==> config.mk <==
export PLATFORM = sky130hd
export DESIGN_NAME = slic_top
export DESIGN_NICKNAME = d
export VERILOG_FILES = /design/src/pkg/slic_pkg.sv /design/src/verilog/slic_flash.sv /design/src/verilog/slic_top.sv
export SDC_FILE = /design/constraint.sdc
export NUM_CORES = 1
export LEC_CHECK = 0
export BUFFER_PORTS_ARGS = -buffer_cell sky130_fd_sc_hd__buf_2
export CORE_MARGIN = 10
export CORE_UTILIZATION = 55
export CTS_BUF_LIST = sky130_fd_sc_hd__clkbuf_16
export CTS_CLUSTER_DIAMETER = 100
export CTS_CLUSTER_SIZE = 30
export DETAILED_ROUTE_END_ITERATION = 16
export PLACE_DENSITY_LB_ADDON = 0.2
export SYNTH_ARGS = -nofsm -noshare
export SYNTH_HDL_FRONTEND = slang
export SYNTH_HIERARCHICAL = 1
export SYNTH_SLANG_ARGS = --single-unit
export TNS_END_PERCENT = 20
==> constraint.sdc <==
create_clock -name sys_clk -period 4.65 [get_ports sys_clk]
set_input_delay 0.465 -clock sys_clk [delete_from_list [all_inputs] [get_ports sys_clk]]
set_output_delay 0.465 -clock sys_clk [all_outputs]
set_load 0.05 [all_outputs]
==> src/pkg/slic_pkg.sv <==
// Constants and carrier types for the status indicator controller.
// Assumes a single 250 MHz system clock shared by all event sources.
package slic_pkg;

  // ********************************************************************
  // Sizes and timing
  // ********************************************************************
  localparam int unsigned SLIC_NUM_PHASES = 3;
  localparam int unsigned SLIC_NUM_IND = 5;
  localparam int unsigned SLIC_CLK_MHZ = 250;
  localparam int unsigned SLIC_FLASH_MS = 50;
  localparam int unsigned SLIC_FLASH_CYC = SLIC_FLASH_MS * 1000 * SLIC_CLK_MHZ;
  localparam int unsigned SLIC_CNT_W = 24;

  // ********************************************************************
  // Carrier types
  // ********************************************************************
  typedef struct packed {
    logic red;
    logic green;
  } slic_led_t;

  typedef struct packed {
    logic rx;
    logic tx;
  } slic_evt_t;

  typedef enum logic [1:0] {
    SLIC_ST_TEST = 2'b00,
    SLIC_ST_PASS = 2'b01,
    SLIC_ST_FAIL = 2'b11
  } slic_diag_t;

endpackage : slic_pkg

==> src/verilog/slic_flash.sv <==
// One bicolor activity channel: stretches rx and tx events into flashes.
// Assumes events are single-cycle or level pulses synchronous to sys_clk.
`timescale 1ns/1ns
module slic_flash #(
  parameter logic [slic_pkg::SLIC_CNT_W-1:0] FLASH_LEN = 24'd16
) (
  // Clock and reset
  input wire logic sys_clk,
  input wire logic rst,
  // Events and override
  input wire slic_pkg::slic_evt_t evt,
  input wire logic fault,
  // Indicator drive
  output slic_pkg::slic_led_t led
);
  import slic_pkg::*;

  logic [SLIC_CNT_W-1:0] cnt_q;
  logic is_tx_q;

  // ********************************************************************
  // Flash stretcher
  // ********************************************************************
  always_ff @(posedge sys_clk or posedge rst) begin
    if (rst) begin
      cnt_q <= '0;
      is_tx_q <= 1'b0;
    end else if (evt.tx) begin
      cnt_q <= FLASH_LEN;
      is_tx_q <= 1'b1;
    end else if (evt.rx) begin
      cnt_q <= FLASH_LEN;
      is_tx_q <= 1'b0;
    end else if (cnt_q != '0) begin
      cnt_q <= cnt_q - 1'b1;
    end
  end

  // ********************************************************************
  // Output with fault override
  // ********************************************************************
  always_ff @(posedge sys_clk or posedge rst) begin
    if (rst) begin
      led <= '0;
    end else if (fault) begin
      led <= '{red: 1'b1, green: 1'b0};
    end else if (evt.tx) begin
      led <= '{red: 1'b1, green: 1'b0};
    end else if (evt.rx) begin
      led <= '{red: 1'b0, green: 1'b1};
    end else if (cnt_q > 1) begin
      led <= '{red: is_tx_q, green: !is_tx_q};
    end else begin
      led <= '0;
    end
  end

  a_tx_wins: assert property (@(posedge sys_clk) disable iff (rst)
    (evt.tx && !fault) |=> (led.red && !led.green))
    else $error("tx event did not light red");
  a_rx_green: assert property (@(posedge sys_clk) disable iff (rst)
    (evt.rx && !evt.tx && !fault) |=> (led.green && !led.red))
    else $error("rx event did not light green");
  a_fault_red: assert property (@(posedge sys_clk) disable iff (rst)
    fault |=> (led.red && !led.green))
    else $error("fault did not hold red");
  a_flash_hold: assert property (@(posedge sys_clk) disable iff (rst)
    (evt.tx && !fault) ##1 (!evt.tx && !evt.rx && !fault) |=> (led.red || fault))
    else $error("flash ended early");

endmodule : slic_flash

==> src/verilog/slic_top.sv <==
// Status indicator controller: five bicolor indicators.
// Assumes event, fault and self-test inputs are synchronous to sys_clk.
// Notes on behaviour
// - Five bicolor indicators: phases one to three, serial and diagnostic.
// - Phase carrier detect or decoded message flashes that phase green.
// - Phase message sent flashes that phase red.
// - Serial message received, either standard, flashes serial indicator green.
// - Serial message sent, either standard, flashes serial indicator red.
// - Self-test running holds diagnostic indicator steady yellow.
// - Self-test failure switches diagnostic indicator to steady red.
// - Self-test success switches diagnostic indicator to steady green.
// - Failed phase communication holds that phase indicator steady red.
`timescale 1ns/1ns
module slic_top #(
  parameter logic [slic_pkg::SLIC_CNT_W-1:0] FLASH_LEN =
    slic_pkg::SLIC_CNT_W'(slic_pkg::SLIC_FLASH_CYC)
) (
  // Clock and reset
  input wire logic sys_clk,
  input wire logic rst,
  // Power line events per phase
  input wire slic_pkg::slic_evt_t [slic_pkg::SLIC_NUM_PHASES-1:0] pl_evt,
  input wire logic [slic_pkg::SLIC_NUM_PHASES-1:0] pl_fault,
  // Serial events
  input wire slic_pkg::slic_evt_t ser_evt,
  // Self-test status
  input wire logic test_done,
  input wire logic test_pass,
  // Indicator drive
  output slic_pkg::slic_led_t [slic_pkg::SLIC_NUM_IND-1:0] led
);
  import slic_pkg::*;

  slic_diag_t diag_q;
  slic_led_t [SLIC_NUM_IND-2:0] act_led;
  slic_led_t diag_led_q;

  // Single driver for the whole output array
  assign led = {diag_led_q, act_led};

  // ********************************************************************
  // Activity channels
  // ********************************************************************
  genvar g;
  generate
    for (g = 0; g < SLIC_NUM_PHASES; g++) begin : g_phase
      slic_flash #(.FLASH_LEN(FLASH_LEN)) u_phase (
        .sys_clk(sys_clk),
        .rst(rst),
        .evt(pl_evt[g]),
        .fault(pl_fault[g]),
        .led(act_led[g])
      );
    end
  endgenerate

  slic_flash #(.FLASH_LEN(FLASH_LEN)) u_serial (
    .sys_clk(sys_clk),
    .rst(rst),
    .evt(ser_evt),
    .fault(1'b0),
    .led(act_led[SLIC_NUM_PHASES])
  );

  // ********************************************************************
  // Self-test state
  // ********************************************************************
  always_ff @(posedge sys_clk or posedge rst) begin
    if (rst) begin
      diag_q <= SLIC_ST_TEST;
    end else begin
      case (diag_q)
        SLIC_ST_TEST: begin
          if (test_done) begin
            diag_q <= test_pass ? SLIC_ST_PASS : SLIC_ST_FAIL;
          end
        end
        default: begin
          diag_q <= diag_q;
        end
      endcase
    end
  end

  always_ff @(posedge sys_clk or posedge rst) begin
    if (rst) begin
      diag_led_q <= '0;
    end else begin
      case (diag_q)
        SLIC_ST_TEST: diag_led_q <= '{red: 1'b1, green: 1'b1};
        SLIC_ST_FAIL: diag_led_q <= '{red: 1'b1, green: 1'b0};
        default: diag_led_q <= '{red: 1'b0, green: 1'b1};
      endcase
    end
  end

  a_test_yellow: assert property (@(posedge sys_clk) disable iff (rst)
    (diag_q == SLIC_ST_TEST) ##1 (diag_q == SLIC_ST_TEST) |->
    (led[SLIC_NUM_IND-1].red && led[SLIC_NUM_IND-1].green))
    else $error("self-test not yellow");
  a_fail_red: assert property (@(posedge sys_clk) disable iff (rst)
    (diag_q == SLIC_ST_TEST && test_done && !test_pass) |=> ##1
    (led[SLIC_NUM_IND-1].red && !led[SLIC_NUM_IND-1].green))
    else $error("failed self-test not red");
  a_pass_green: assert property (@(posedge sys_clk) disable iff (rst)
    (diag_q == SLIC_ST_TEST && test_done && test_pass) |=> ##1
    (led[SLIC_NUM_IND-1].green && !led[SLIC_NUM_IND-1].red))
    else $error("passed self-test not green");
  a_result_sticky: assert property (@(posedge sys_clk) disable iff (rst)
    (diag_q != SLIC_ST_TEST) |=> $stable(diag_q))
    else $error("self-test result changed");
  a_phase_fault: assert property (@(posedge sys_clk) disable iff (rst)
    pl_fault[0] |=> (led[0].red && !led[0].green))
    else $error("phase fault not red");
  a_ser_tx: assert property (@(posedge sys_clk) disable iff (rst)
    ser_evt.tx |=> led[SLIC_NUM_PHASES].red)
    else $error("serial tx not red");
  a_ser_rx: assert property (@(posedge sys_clk) disable iff (rst)
    (ser_evt.rx && !ser_evt.tx) |=> led[SLIC_NUM_PHASES].green)
    else $error("serial rx not green");
  a_phase_tx: assert property (@(posedge sys_clk) disable iff (rst)
    (pl_evt[1].tx && !pl_fault[1]) |=> (led[1].red && !led[1].green))
    else $error("phase tx not red");

endmodule : slic_top

==> impl_metrics.yaml, run 1 <==
power:
  internal-power_mw: 1.589
  sw_frac_of_total_pct: 24.69
  total_leakage_power_nw: 2.440
  netSwitchingPower_uw: 521.1
  post-layout-total-power_mw: 2.110
  share_of_total_power_in_combinational_logic_pct: 9.8
  clkPwrFrac_pct: 41.4
  power-per-cell-area_mw_per_mm2: 317.3
  max-vdd-ir-drop_uv: 270.8
  sequentialPowerShare_pct: 48.9
setup_path:
  crit_slowest_cell: "sky130_fd_sc_hd__or4b_1"
  worstPathArrival_ns: 2.94
  critical_path_buf_inv_count: 1
  critPathMaxFanout: 6
  max_stage_delay_ns: 0.51
  critPathLaunchType: "flip-flop"
  r2r.worst_path.cells: 7
  critPathRequiredTime_ns: 4.89
  regToRegStartpoint: "u_serial/cnt_q[0]$_DFFE_PP0P_"
  worstPathCellList: "inv_1, ha_1, or4b_1, nor4_2, o21ai_0, o31a_1, or3_1"
  worst-setup-path-type: "reg2reg"
  worstSetupStartpoint: "u_serial/cnt_q[0]$_DFFE_PP0P_"
  crit_family: "simple AND/OR/NAND/NOR gates"
  timing.critical_path.to_type: "flip-flop"
  critical_path_depth: 7
status:
  run_status: "completed"
synth:
  post_synth_mux_area_share_pct: 0.1639
  synth_top_family_by_area: "simple AND/OR/NAND/NOR gates"
  synth_simple_gate_area_share_pct: 31.18
  post_synth_cell_types: 49
  cell_area_after_synthesis_mm2: 0.006108
  ys_ff_latch: 112
  synth-adder-area-share_pct: 2.868
  synth_async_sr_flop_share_pct: 100.0
  synthesis.nets: 688
  yosysSeqAreaShare_pct: 45.88
  yosys_warnings: 6
  syn_inst: 659
  fraction_of_the_mapped_netlist_area_in_compound_gates_pct: 11.59
  yosys.area_share.xor_xnor_pct: 5.449
  ys_dominant_reg_cell: "sky130_fd_sc_hd__dfrtp_1"
  syn-mean-instance-area_um2: 9.269
  number_of_synthesized_flops_with_an_enable_pin: 0
clock_network:
  cts.clk_slew.worst_paths_ns: 0.07
  htree_levels: 3
  cts_post_setup_buffers_inserted: 0
  cts_buffer_depth: 2
  postCtsResizedCells: 0
  clock_insertion_delay_worst_skew_ns: 0.36
  tritoncts_buffers: 9
  cts-root-buf: "sky130_fd_sc_hd__clkbuf_16"
  cts_tree: "yes"
  cts_hold_buf: 0
  tritoncts_num_sinks: 112
die:
  placementRows: 38
  dieWidth_um: 125.4
  initial_core_util_pct: 56.35
  ios: 25
  core_area_mm2: 0.01084
  design.die.area_mm2: 0.01572
  die-height_um: 125.4
sta:
  fin_setup_tns_ns: 0
  report.final.setup_viol: 0
  max-slew-margin-rel_pct: 31.07
  final_hold_viol_count: 0
  skew_ns: 0.005310
  timing_worst_slew_pin_value_ns: 1.033
  f_max_mhz: 369.8
  layout_min_cycle_time_ns: 2.704
  post-route-period-util_pct: 58.15
  final-max-slew-violation-count: 0
  grt_setup_unrepaired: "no"
global_route:
  globalRouteOverflowTotal: 0
  grt_max_degree: 28
  global_route_wire_length_before_repair_mm: 23.82
  grtUsageTotal_pct: 17.72
  first_global_vias: 4987
  grt_antenna_before_repair: 0
finish:
  layout.cells.most_common_list: "112 x sky130_fd_sc_hd__dfrtp_1, 80 x sky130_fd_sc_hd__nor2_1, 62 x sky130_fd_sc_hd__o21ai_0"
  layout.cells.most_common: "sky130_fd_sc_hd__dfrtp_1"
  antennaDiodeCount: 0
  fillerInstances: 905
  drive_above_1_share_pct: 9.749
  synthToLayoutAreaGrowth_pct: 8.890
  design.final.nets: 701
  final_util_pct: 61.36
flow_run:
  timing.max_cap.violations: 0
drt:
  post_drt_wl_per_cell_um: 16.66
  detail_route.iter0.violations: 455
  vias_per_cell: 6.245
  drcViolationCount: 0
  initial_drt_pass_iterations: 5
  via_count: 5102
  ant_nets: 0
  totalWireLength_mm: 13.62
placement:
  numPortBuffers: 24
  finalWeightedCongestion: 0.9162
  place.detailed.hpwl_mm: 9.364
min_path:
  hp-class: "in2async"
power groups by stage:
stage	Sequential, mW	Clock [mW]	Combinational [mW]
6_report	1.03	0.873	0.206
3_5_place_dp	1.05	0	0.204
4_1_cts	1.03	0.897	0.206
2_1_floorplan	1.05	0	0.144
3_3_place_gp	1.05	0	0.199
5_1_grt	1.04	0.941	0.234
cell families (layout without fill, tap and decap cells):
logic type,after synthesis,in the layout
DFF,112,112
buffers and inverters,41,59
xor gates and xnor gates,38,38
other,1,1
adders and majority gates,14,14
AOI/OAI and AO/OA,120,120
muxes,1,1
and+or+nand+nor,332,332
layer usage:
layer | part of all wire (%) | vias to the layer above | global-route usage [%]
met5 | 0 | - | 0
li1 | - | 2443 | -
met3 | 4.7 | 25 | 5.323
met4 | 1.7 | 0 | 5.488
met1 | 45 | 2523 | 22.27
met2 | 49 | 111 | 28.69
cell usage after synthesis, types with 6 or more instances:
cell                       count  share of area, %
sky130_fd_sc_hd__dfrtp_1     112                46
sky130_fd_sc_hd__nor2_1       80               4.9
sky130_fd_sc_hd__o21ai_0      62               5.1
sky130_fd_sc_hd__or3_1        38               3.9
sky130_fd_sc_hd__xor2_1       34               4.9
sky130_fd_sc_hd__nand3_1      30               2.5
sky130_fd_sc_hd__nor3_1       28               2.3
sky130_fd_sc_hd__nor4_1       28               2.9
sky130_fd_sc_hd__nand2_1      22               1.4
sky130_fd_sc_hd__inv_1        19               1.2
sky130_fd_sc_hd__clkbuf_1     16              0.98
sky130_fd_sc_hd__nand4_1      16               1.6
sky130_fd_sc_hd__ha_1         14               2.9
sky130_fd_sc_hd__or4_1        14               1.7
sky130_fd_sc_hd__or2_2        12               1.2
sky130_fd_sc_hd__a21oi_1      10              0.82
sky130_fd_sc_hd__nand2b_1     10               1.0
sky130_fd_sc_hd__nand3b_1     10               1.2
sky130_fd_sc_hd__o21ai_1      10              0.82
sky130_fd_sc_hd__a31oi_1       6              0.61
sky130_fd_sc_hd__and4_1        6              0.86
sky130_fd_sc_hd__nor3b_1       6              0.74
sky130_fd_sc_hd__o211ai_1      6              0.74
sky130_fd_sc_hd__o21a_1        6              0.74
sky130_fd_sc_hd__o31ai_1       6              0.74
flip-flops by register name (all words and copies together) (netlist names):
register                 count
g_phase.u_phase/cnt_q       72
u_serial/cnt_q              24
g_phase.u_phase/led          6
g_phase.u_phase/is_tx_q      3
diag_q                       2
led                          2
u_serial/led                 2
u_serial/is_tx_q             1
per-stage QoR:
stage	worst slack (ns)	hold slack [ns]	area, um2	instances
finish	1.946	0.03420	6651	817
global route	1.742	0.02962	6651	817
floorplan	2.275	0.2311	6108	659
CTS	1.674	0.02400	6639	817
global placement	1.996	0.4070	6304	801
detailed placement	1.815	0.4136	6304	801
final timing paths:
check                      slack [ns]                              to
max                              1.95  u_serial/cnt_q[10]$_DFFE_PP0P_
min                              0.03                led[9]$_DFF_PP0_
max reg2reg                      1.95  u_serial/cnt_q[10]$_DFFE_PP0P_
min reg2reg                      0.49           diag_q[0]$_DFFE_PP0P_
max in group asynchronous        3.61  u_serial/cnt_q[23]$_DFFE_PP0P_
min in group sys_clk             0.28           diag_q[1]$_DFFE_PP0P_
worst register-to-register path, delay by kind of cell, from the launching register on:
family	cells	cell delay (ns)
simple gates	3	1.24
compound gates	2	0.58
flops	1	0.41
fa+ha+maj	1	0.22
buf+inv	1	0.14
cell type report:
type	instances	area (um2)	area share [%]
clock inverters	7	110.1	1.655
flip-flops and latches	112	2803	42.14
clock buffers	9	225.2	3.386
inverters	19	71.32	1.072
multi-input cells	506	3147	47.31
well taps	140	175.2	2.634
repair buffers	24	120.1	1.806
No activity file was read; power rests on OpenSTA's default activity.
==> inputs of run 2 (changes only) <==
==> constraint.sdc (replaced) <==
create_clock -name sys_clk -period 2.68 [get_ports sys_clk]
set_input_delay 0.268 -clock sys_clk [delete_from_list [all_inputs] [get_ports sys_clk]]
set_output_delay 0.268 -clock sys_clk [all_outputs]
set_load 0.05 [all_outputs]
==> impl_metrics.yaml, run 2 (synthesis gave the netlist of run 1 again) <==
clock_network:
  cts_post_setup_buffers_inserted: 0
  cts.clk_slew.worst_paths_ns: 0.07
  cts_buffer_depth: 2
  clock_insertion_delay_worst_skew_ns: 0.36
  cts_tree: "yes"
  htree_levels: 3
  tritoncts_num_sinks: 112
  tritoncts_buffers: 9
  cts-root-buf: "sky130_fd_sc_hd__clkbuf_16"
  postCtsResizedCells: 0
placement:
  pre_cts_ws_ns: 0.2511
  postPlaceCellArea_mm2: 0.006439
  place.detailed.hpwl_mm: 9.189
  placed_cells_incl_taps: 819
  numPortBuffers: 24
  finalWeightedCongestion: 0.8732
finish:
  design.final.nets: 720
  synthToLayoutAreaGrowth_pct: 10.08
  multi_input_area_mm2: 0.003134
  drive_above_1_share_pct: 11.82
  final_cell_count_no_fill: 834
  layout.cells.most_common_list: "112 x sky130_fd_sc_hd__dfrtp_1, 80 x sky130_fd_sc_hd__nor2_1, 62 x sky130_fd_sc_hd__o21ai_0"
  final_design_area_no_fill_mm2: 0.006724
  reg_top3: "g_phase.u_phase/cnt_q: 72 flops, u_serial/cnt_q: 24 flops, g_phase.u_phase/led: 6 flops"
  seqCellArea_mm2: 0.002803
  final_util_pct: 62.03
  antennaDiodeCount: 0
  layout.cells.most_common: "sky130_fd_sc_hd__dfrtp_1"
  fillerInstances: 900
  largest_register: "g_phase.u_phase/cnt_q"
  largest_register_ff_count: 72
die:
  design.die.area_mm2: 0.01572
  placementRows: 38
  initial_core_util_pct: 56.35
  die-height_um: 125.4
  core_area_mm2: 0.01084
  dieWidth_um: 125.4
  ios: 25
sta:
  max-slew-margin-rel_pct: 29.77
  final.setup.worst_slack_ns: 0.2137
  layout_min_cycle_time_ns: 2.466
  f_max_mhz: 405.5
  grt_setup_unrepaired: "yes"
  report.final.setup_viol: 0
  skew_ns: 0.009862
  final_hold_viol_count: 0
  timing_worst_slew_pin_value_ns: 1.052
  post-route-period-util_pct: 92.03
  final-max-slew-violation-count: 0
setup_path:
  r2r.worst_path.cells: 5
  worstPathCellList: "or4_4, or3_4, or4_1, or3_1, nand3_1"
  crit_family: "simple AND/OR/NAND/NOR gates"
  critical_path_buf_inv_count: 0
  worstPathArrival_ns: 2.76
  timing.critical_path.to_type: "flip-flop"
  critPathLaunchType: "flip-flop"
  critPathMaxFanout: 6
  crit_slowest_cell: "sky130_fd_sc_hd__or4_4"
  regToRegStartpoint: "u_serial/cnt_q[6]$_DFFE_PP0P_"
  register_to_register_setup_slack_ns: 0.21
  critPathRequiredTime_ns: 2.97
  max_stage_delay_ns: 0.56
  timing.rr.end: "u_serial/cnt_q[15]$_DFFE_PP0P_"
  worst-setup-path-type: "reg2reg"
power:
  total_leakage_power_nw: 2.516
  post-layout-total-power_mw: 3.464
  max-vdd-ir-drop_uv: 605.8
  power-per-cell-area_mw_per_mm2: 515.1
global_route:
  global_route_wire_length_before_repair_mm: 22.95
  grtUsageTotal_pct: 16.88
  first_global_vias: 4926
  grt_antenna_before_repair: 0
  globalRouteOverflowTotal: 0
  grt_max_degree: 28
drt:
  initial_drt_pass_iterations: 5
  totalWireLength_mm: 13.24
  detail_route.iter0.violations: 417
  post_drt_wl_per_cell_um: 15.87
  vias_per_cell: 6.089
  via_count: 5078
  drcViolationCount: 0
  ant_nets: 0
min_path:
  min_path_cells: 2
  hp-class: "in2reg"
  hold_path_startpoint: "test_pass"
  worst_hold_path.endpoint: "diag_q[1]$_DFFE_PP0P_"
status:
  run_status: "completed"
flow_run:
  timing.max_cap.violations: 0
run 2: cell count changes in the layout (fill, tap and decap cells not counted):
cell and delta:
sky130_fd_sc_hd__buf_4 +18, sky130_fd_sc_hd__clkinv_2 +3, sky130_fd_sc_hd__bufinv_16 -2, sky130_fd_sc_hd__clkinv_1 -2, sky130_fd_sc_hd__nor4_1 +2, sky130_fd_sc_hd__nor4_2 -2, sky130_fd_sc_hd__clkinvlp_4 -1, sky130_fd_sc_hd__dlygate4sd3_1 +1
run 2: stage by stage:
stage / hold WS, ns / setup TNS (ns)
after floorplan: 0.03408 / 0
after global placement: 0.2100 / 0
after detailed placement: 0.2098 / 0
after CTS: 0.07265 / 0
after global routing: 0.06654 / -0.007715
final: 0.08049 / 0
run 2: cell type report:
cell class | count | share of cell area [%]
Sequential cell | 112 | 41.68
Clock buffer | 9 | 3.349
Timing Repair Buffer | 43 | 3.945
Multi-Input combinational cell | 506 | 46.61
Clock inverter | 5 | 0.7443
Inverter | 19 | 1.061
Tap cell | 140 | 2.605
run 2: power breakdown:
part | internal [mW] | switching (mW)
Combinational | 0.131 | 0.239
Sequential | 1.73 | 0.0553
Clock | 0.708 | 0.598
Total | 2.57 | 0.892
run 2: how the worst max path moves through the flow:
stage          cells after the start                                    start                                       end
3_5_place_dp                       7  g_phase[2].u_phase/cnt_q[0]$_DFFE_PP0P_  g_phase[2].u_phase/cnt_q[10]$_DFFE_PP0P_
6_report                           5            u_serial/cnt_q[6]$_DFFE_PP0P_            u_serial/cnt_q[15]$_DFFE_PP0P_
4_1_cts                            5            u_serial/cnt_q[6]$_DFFE_PP0P_            u_serial/cnt_q[15]$_DFFE_PP0P_
2_1_floorplan                      7  g_phase[2].u_phase/cnt_q[0]$_DFFE_PP0P_  g_phase[2].u_phase/cnt_q[10]$_DFFE_PP0P_
3_3_place_gp                       5  g_phase[2].u_phase/cnt_q[6]$_DFFE_PP0P_  g_phase[2].u_phase/cnt_q[15]$_DFFE_PP0P_
5_1_grt                            7  g_phase[2].u_phase/cnt_q[0]$_DFFE_PP0P_   g_phase[2].u_phase/cnt_q[1]$_DFFE_PP0P_
run 2: per-layer routing:
| metal | GRT usage, % | wire, um | part of all wire [%] | up-vias |
|---|---|---|---|---|
| met5 | 0 | 0 | 0 | - |
| met2 | 27.74 | 6414 | 48 | 88 |
| met3 | 4.056 | 522 | 3.9 | 17 |
| li1 | - | - | - | 2478 |
| met1 | 21.44 | 6139 | 46 | 2495 |
| met4 | 5.285 | 162 | 1.2 | 0 |
run 2: worst register-to-register path, cell delays in order, from the launching register on:
cell,delay [ns]
sky130_fd_sc_hd__dfrtp_1,0.45
sky130_fd_sc_hd__or4_4,0.56
sky130_fd_sc_hd__or3_4,0.40
sky130_fd_sc_hd__or4_1,0.55
sky130_fd_sc_hd__or3_1,0.34
sky130_fd_sc_hd__nand3_1,0.09
run 2: repair_timing:
action | CTS | global route
hold endpoints to repair | 4 | 0
setup endpoints to repair | 0 | 1
hold buffers | 1 | 0
==> inputs of run 3 (changes only) <==
--- a/config.mk
+++ b/config.mk
@@ -13,6 +13,7 @@
 export CTS_CLUSTER_SIZE = 30
 export DETAILED_ROUTE_END_ITERATION = 16
 export PLACE_DENSITY_LB_ADDON = 0.2
+export RECOVER_POWER = 25
 export SYNTH_ARGS = -nofsm -noshare
 export SYNTH_HDL_FRONTEND = slang
 export SYNTH_HIERARCHICAL = 1
==> impl_metrics.yaml, run 3 (synthesis gave the netlist of run 1 again) <==
setup_path:
  register_to_register_setup_slack_ns: 0.21
  regToRegStartpoint: "u_serial/cnt_q[6]$_DFFE_PP0P_"
  critPathRequiredTime_ns: 2.97
  worst-setup-path-type: "reg2reg"
  critPathLaunchType: "flip-flop"
  worstPathArrival_ns: 2.76
  worstSetupStartpoint: "u_serial/cnt_q[6]$_DFFE_PP0P_"
  critPathMaxFanout: 6
  timing.critical_path.to_type: "flip-flop"
drt:
  post_drt_wl_per_cell_um: 15.88
  ant_nets: 0
  detail_route.iter0.violations: 410
  totalWireLength_mm: 13.25
  initial_drt_pass_iterations: 5
  vias_per_cell: 6.102
  via_count: 5089
  drcViolationCount: 0
clock_network:
  tritoncts_buffers: 9
  htree_levels: 3
  postCtsResizedCells: 0
  tritoncts_num_sinks: 112
  cts_tree: "yes"
  cts_buffer_depth: 2
  clock_insertion_delay_worst_skew_ns: 0.36
  cts-root-buf: "sky130_fd_sc_hd__clkbuf_16"
  cts_post_setup_buffers_inserted: 0
  cts.clk_slew.worst_paths_ns: 0.07
global_route:
  grt_max_degree: 28
  global_route_wire_length_before_repair_mm: 22.95
  globalRouteOverflowTotal: 0
  grtUsageTotal_pct: 16.88
  first_global_vias: 4926
  grt_antenna_before_repair: 0
die:
  ios: 25
  dieWidth_um: 125.4
  design.die.area_mm2: 0.01572
  placementRows: 38
  die-height_um: 125.4
  core_area_mm2: 0.01084
  initial_core_util_pct: 56.35
sta:
  final_hold_viol_count: 0
  post-route-period-util_pct: 92.00
  layout_min_cycle_time_ns: 2.465
  final-max-slew-violation-count: 0
  report.final.setup_viol: 0
  grt_setup_unrepaired: "yes"
  final.setup.worst_slack_ns: 0.2145
  timing_worst_slew_pin_value_ns: 1.435
  max-slew-margin-rel_pct: 4.359
  skew_ns: 0.009862
  f_max_mhz: 405.6
  fin_setup_tns_ns: 0
finish:
  largest_register_ff_count: 72
  layout.cells.most_common: "sky130_fd_sc_hd__dfrtp_1"
  antennaDiodeCount: 0
  synthToLayoutAreaGrowth_pct: 9.791
  reg_top3: "g_phase.u_phase/cnt_q: 72 flops, u_serial/cnt_q: 24 flops, g_phase.u_phase/led: 6 flops"
  design.final.nets: 720
  final_cell_count_no_fill: 834
  drive_above_1_share_pct: 10.09
  fillerInstances: 905
  largest_register: "g_phase.u_phase/cnt_q"
  layout.cells.most_common_list: "112 x sky130_fd_sc_hd__dfrtp_1, 80 x sky130_fd_sc_hd__nor2_1, 62 x sky130_fd_sc_hd__o21ai_0"
  final_design_area_no_fill_mm2: 0.006706
power:
  max-vdd-ir-drop_uv: 605.6
  power-per-cell-area_mw_per_mm2: 516.1
  post-layout-total-power_mw: 3.461
  total_leakage_power_nw: 2.482
placement:
  pre_cts_ws_ns: 0.2511
  numPortBuffers: 24
  finalWeightedCongestion: 0.8732
  placed_cells_incl_taps: 819
  postPlaceCellArea_mm2: 0.006439
  place.detailed.hpwl_mm: 9.189
min_path:
  hold_path_startpoint: "test_pass"
  hp-class: "in2reg"
status:
  run_status: "completed"
flow_run:
  timing.max_cap.violations: 0
==> run 3: changes by cell type in the layout (fill, tap and decap cells not counted) <==
| cell | change |
|---|---|
| sky130_fd_sc_hd__clkbuf_1 | +12 |
| sky130_fd_sc_hd__buf_2 | -11 |
| sky130_fd_sc_hd__buf_4 | -1 |
==> run 3: path summary, 6_finish.rpt <==
path / endpoint / cells past startpoint
setup / recovery: u_serial/cnt_q[15]$_DFFE_PP0P_ / 5
hold / removal: diag_q[1]$_DFFE_PP0P_ / 2
setup reg to reg: u_serial/cnt_q[15]$_DFFE_PP0P_ / 5
hold reg to reg: diag_q[0]$_DFFE_PP0P_ / 2
max in group asynchronous: u_serial/cnt_q[17]$_DFFE_PP0P_ / 4
min in group asynchronous: led[9]$_DFF_PP0_ / 3
==> run 3: timing repair <==
action	4_1_cts	5_1_grt
hold endpoints to repair	4	0
setup endpoints to repair	0	1
hold buffers	1	0
==> run 3: layout make-up <==
class                           instances  area [um2]  share of cell area, %
Sequential cell                       112        2803                  41.79
Clock inverter                          5       50.05                 0.7463
Clock buffer                            9       225.2                  3.358
Inverter                               19       71.32                  1.063
Multi-Input combinational cell        506        3134                  46.74
Timing Repair Buffer                   43       247.7                  3.694
Tap cell                              140       175.2                  2.612
==> run 3: metal layers <==
layer	share of wire [%]	global-route usage, %	vias to the layer above
met5	0	0	-
met4	1.3	5.285	0
met3	3.9	4.056	19
met2	48	27.74	92
met1	46	21.44	2500
li1	-	-	2478
==> run 3: critical path, cell delays in order (launching register included) <==
cell and delay [ns]:
sky130_fd_sc_hd__dfrtp_1 0.45, sky130_fd_sc_hd__or4_4 0.56, sky130_fd_sc_hd__or3_4 0.40, sky130_fd_sc_hd__or4_1 0.55, sky130_fd_sc_hd__or3_1 0.34, sky130_fd_sc_hd__nand3_1 0.09
==> run 3: stage by stage <==
| step | util, % | hold WS [ns] |
|---|---|---|
| after global routing | 61.87 | 0.06654 |
| after global placement | 59.40 | 0.2100 |
| after floorplan | - | 0.03408 |
| final | 61.87 | 0.08050 |
| after detailed placement | 59.40 | 0.2098 |
| after CTS | 62.03 | 0.07265 |
==> run 3: power by group <==
| part | internal [mW] | switching (mW) |
|---|---|---|
| sequential | 1.73 | 0.0555 |
| combinational | 0.128 | 0.238 |
| clock | 0.708 | 0.598 |
| total | 2.57 | 0.892 |
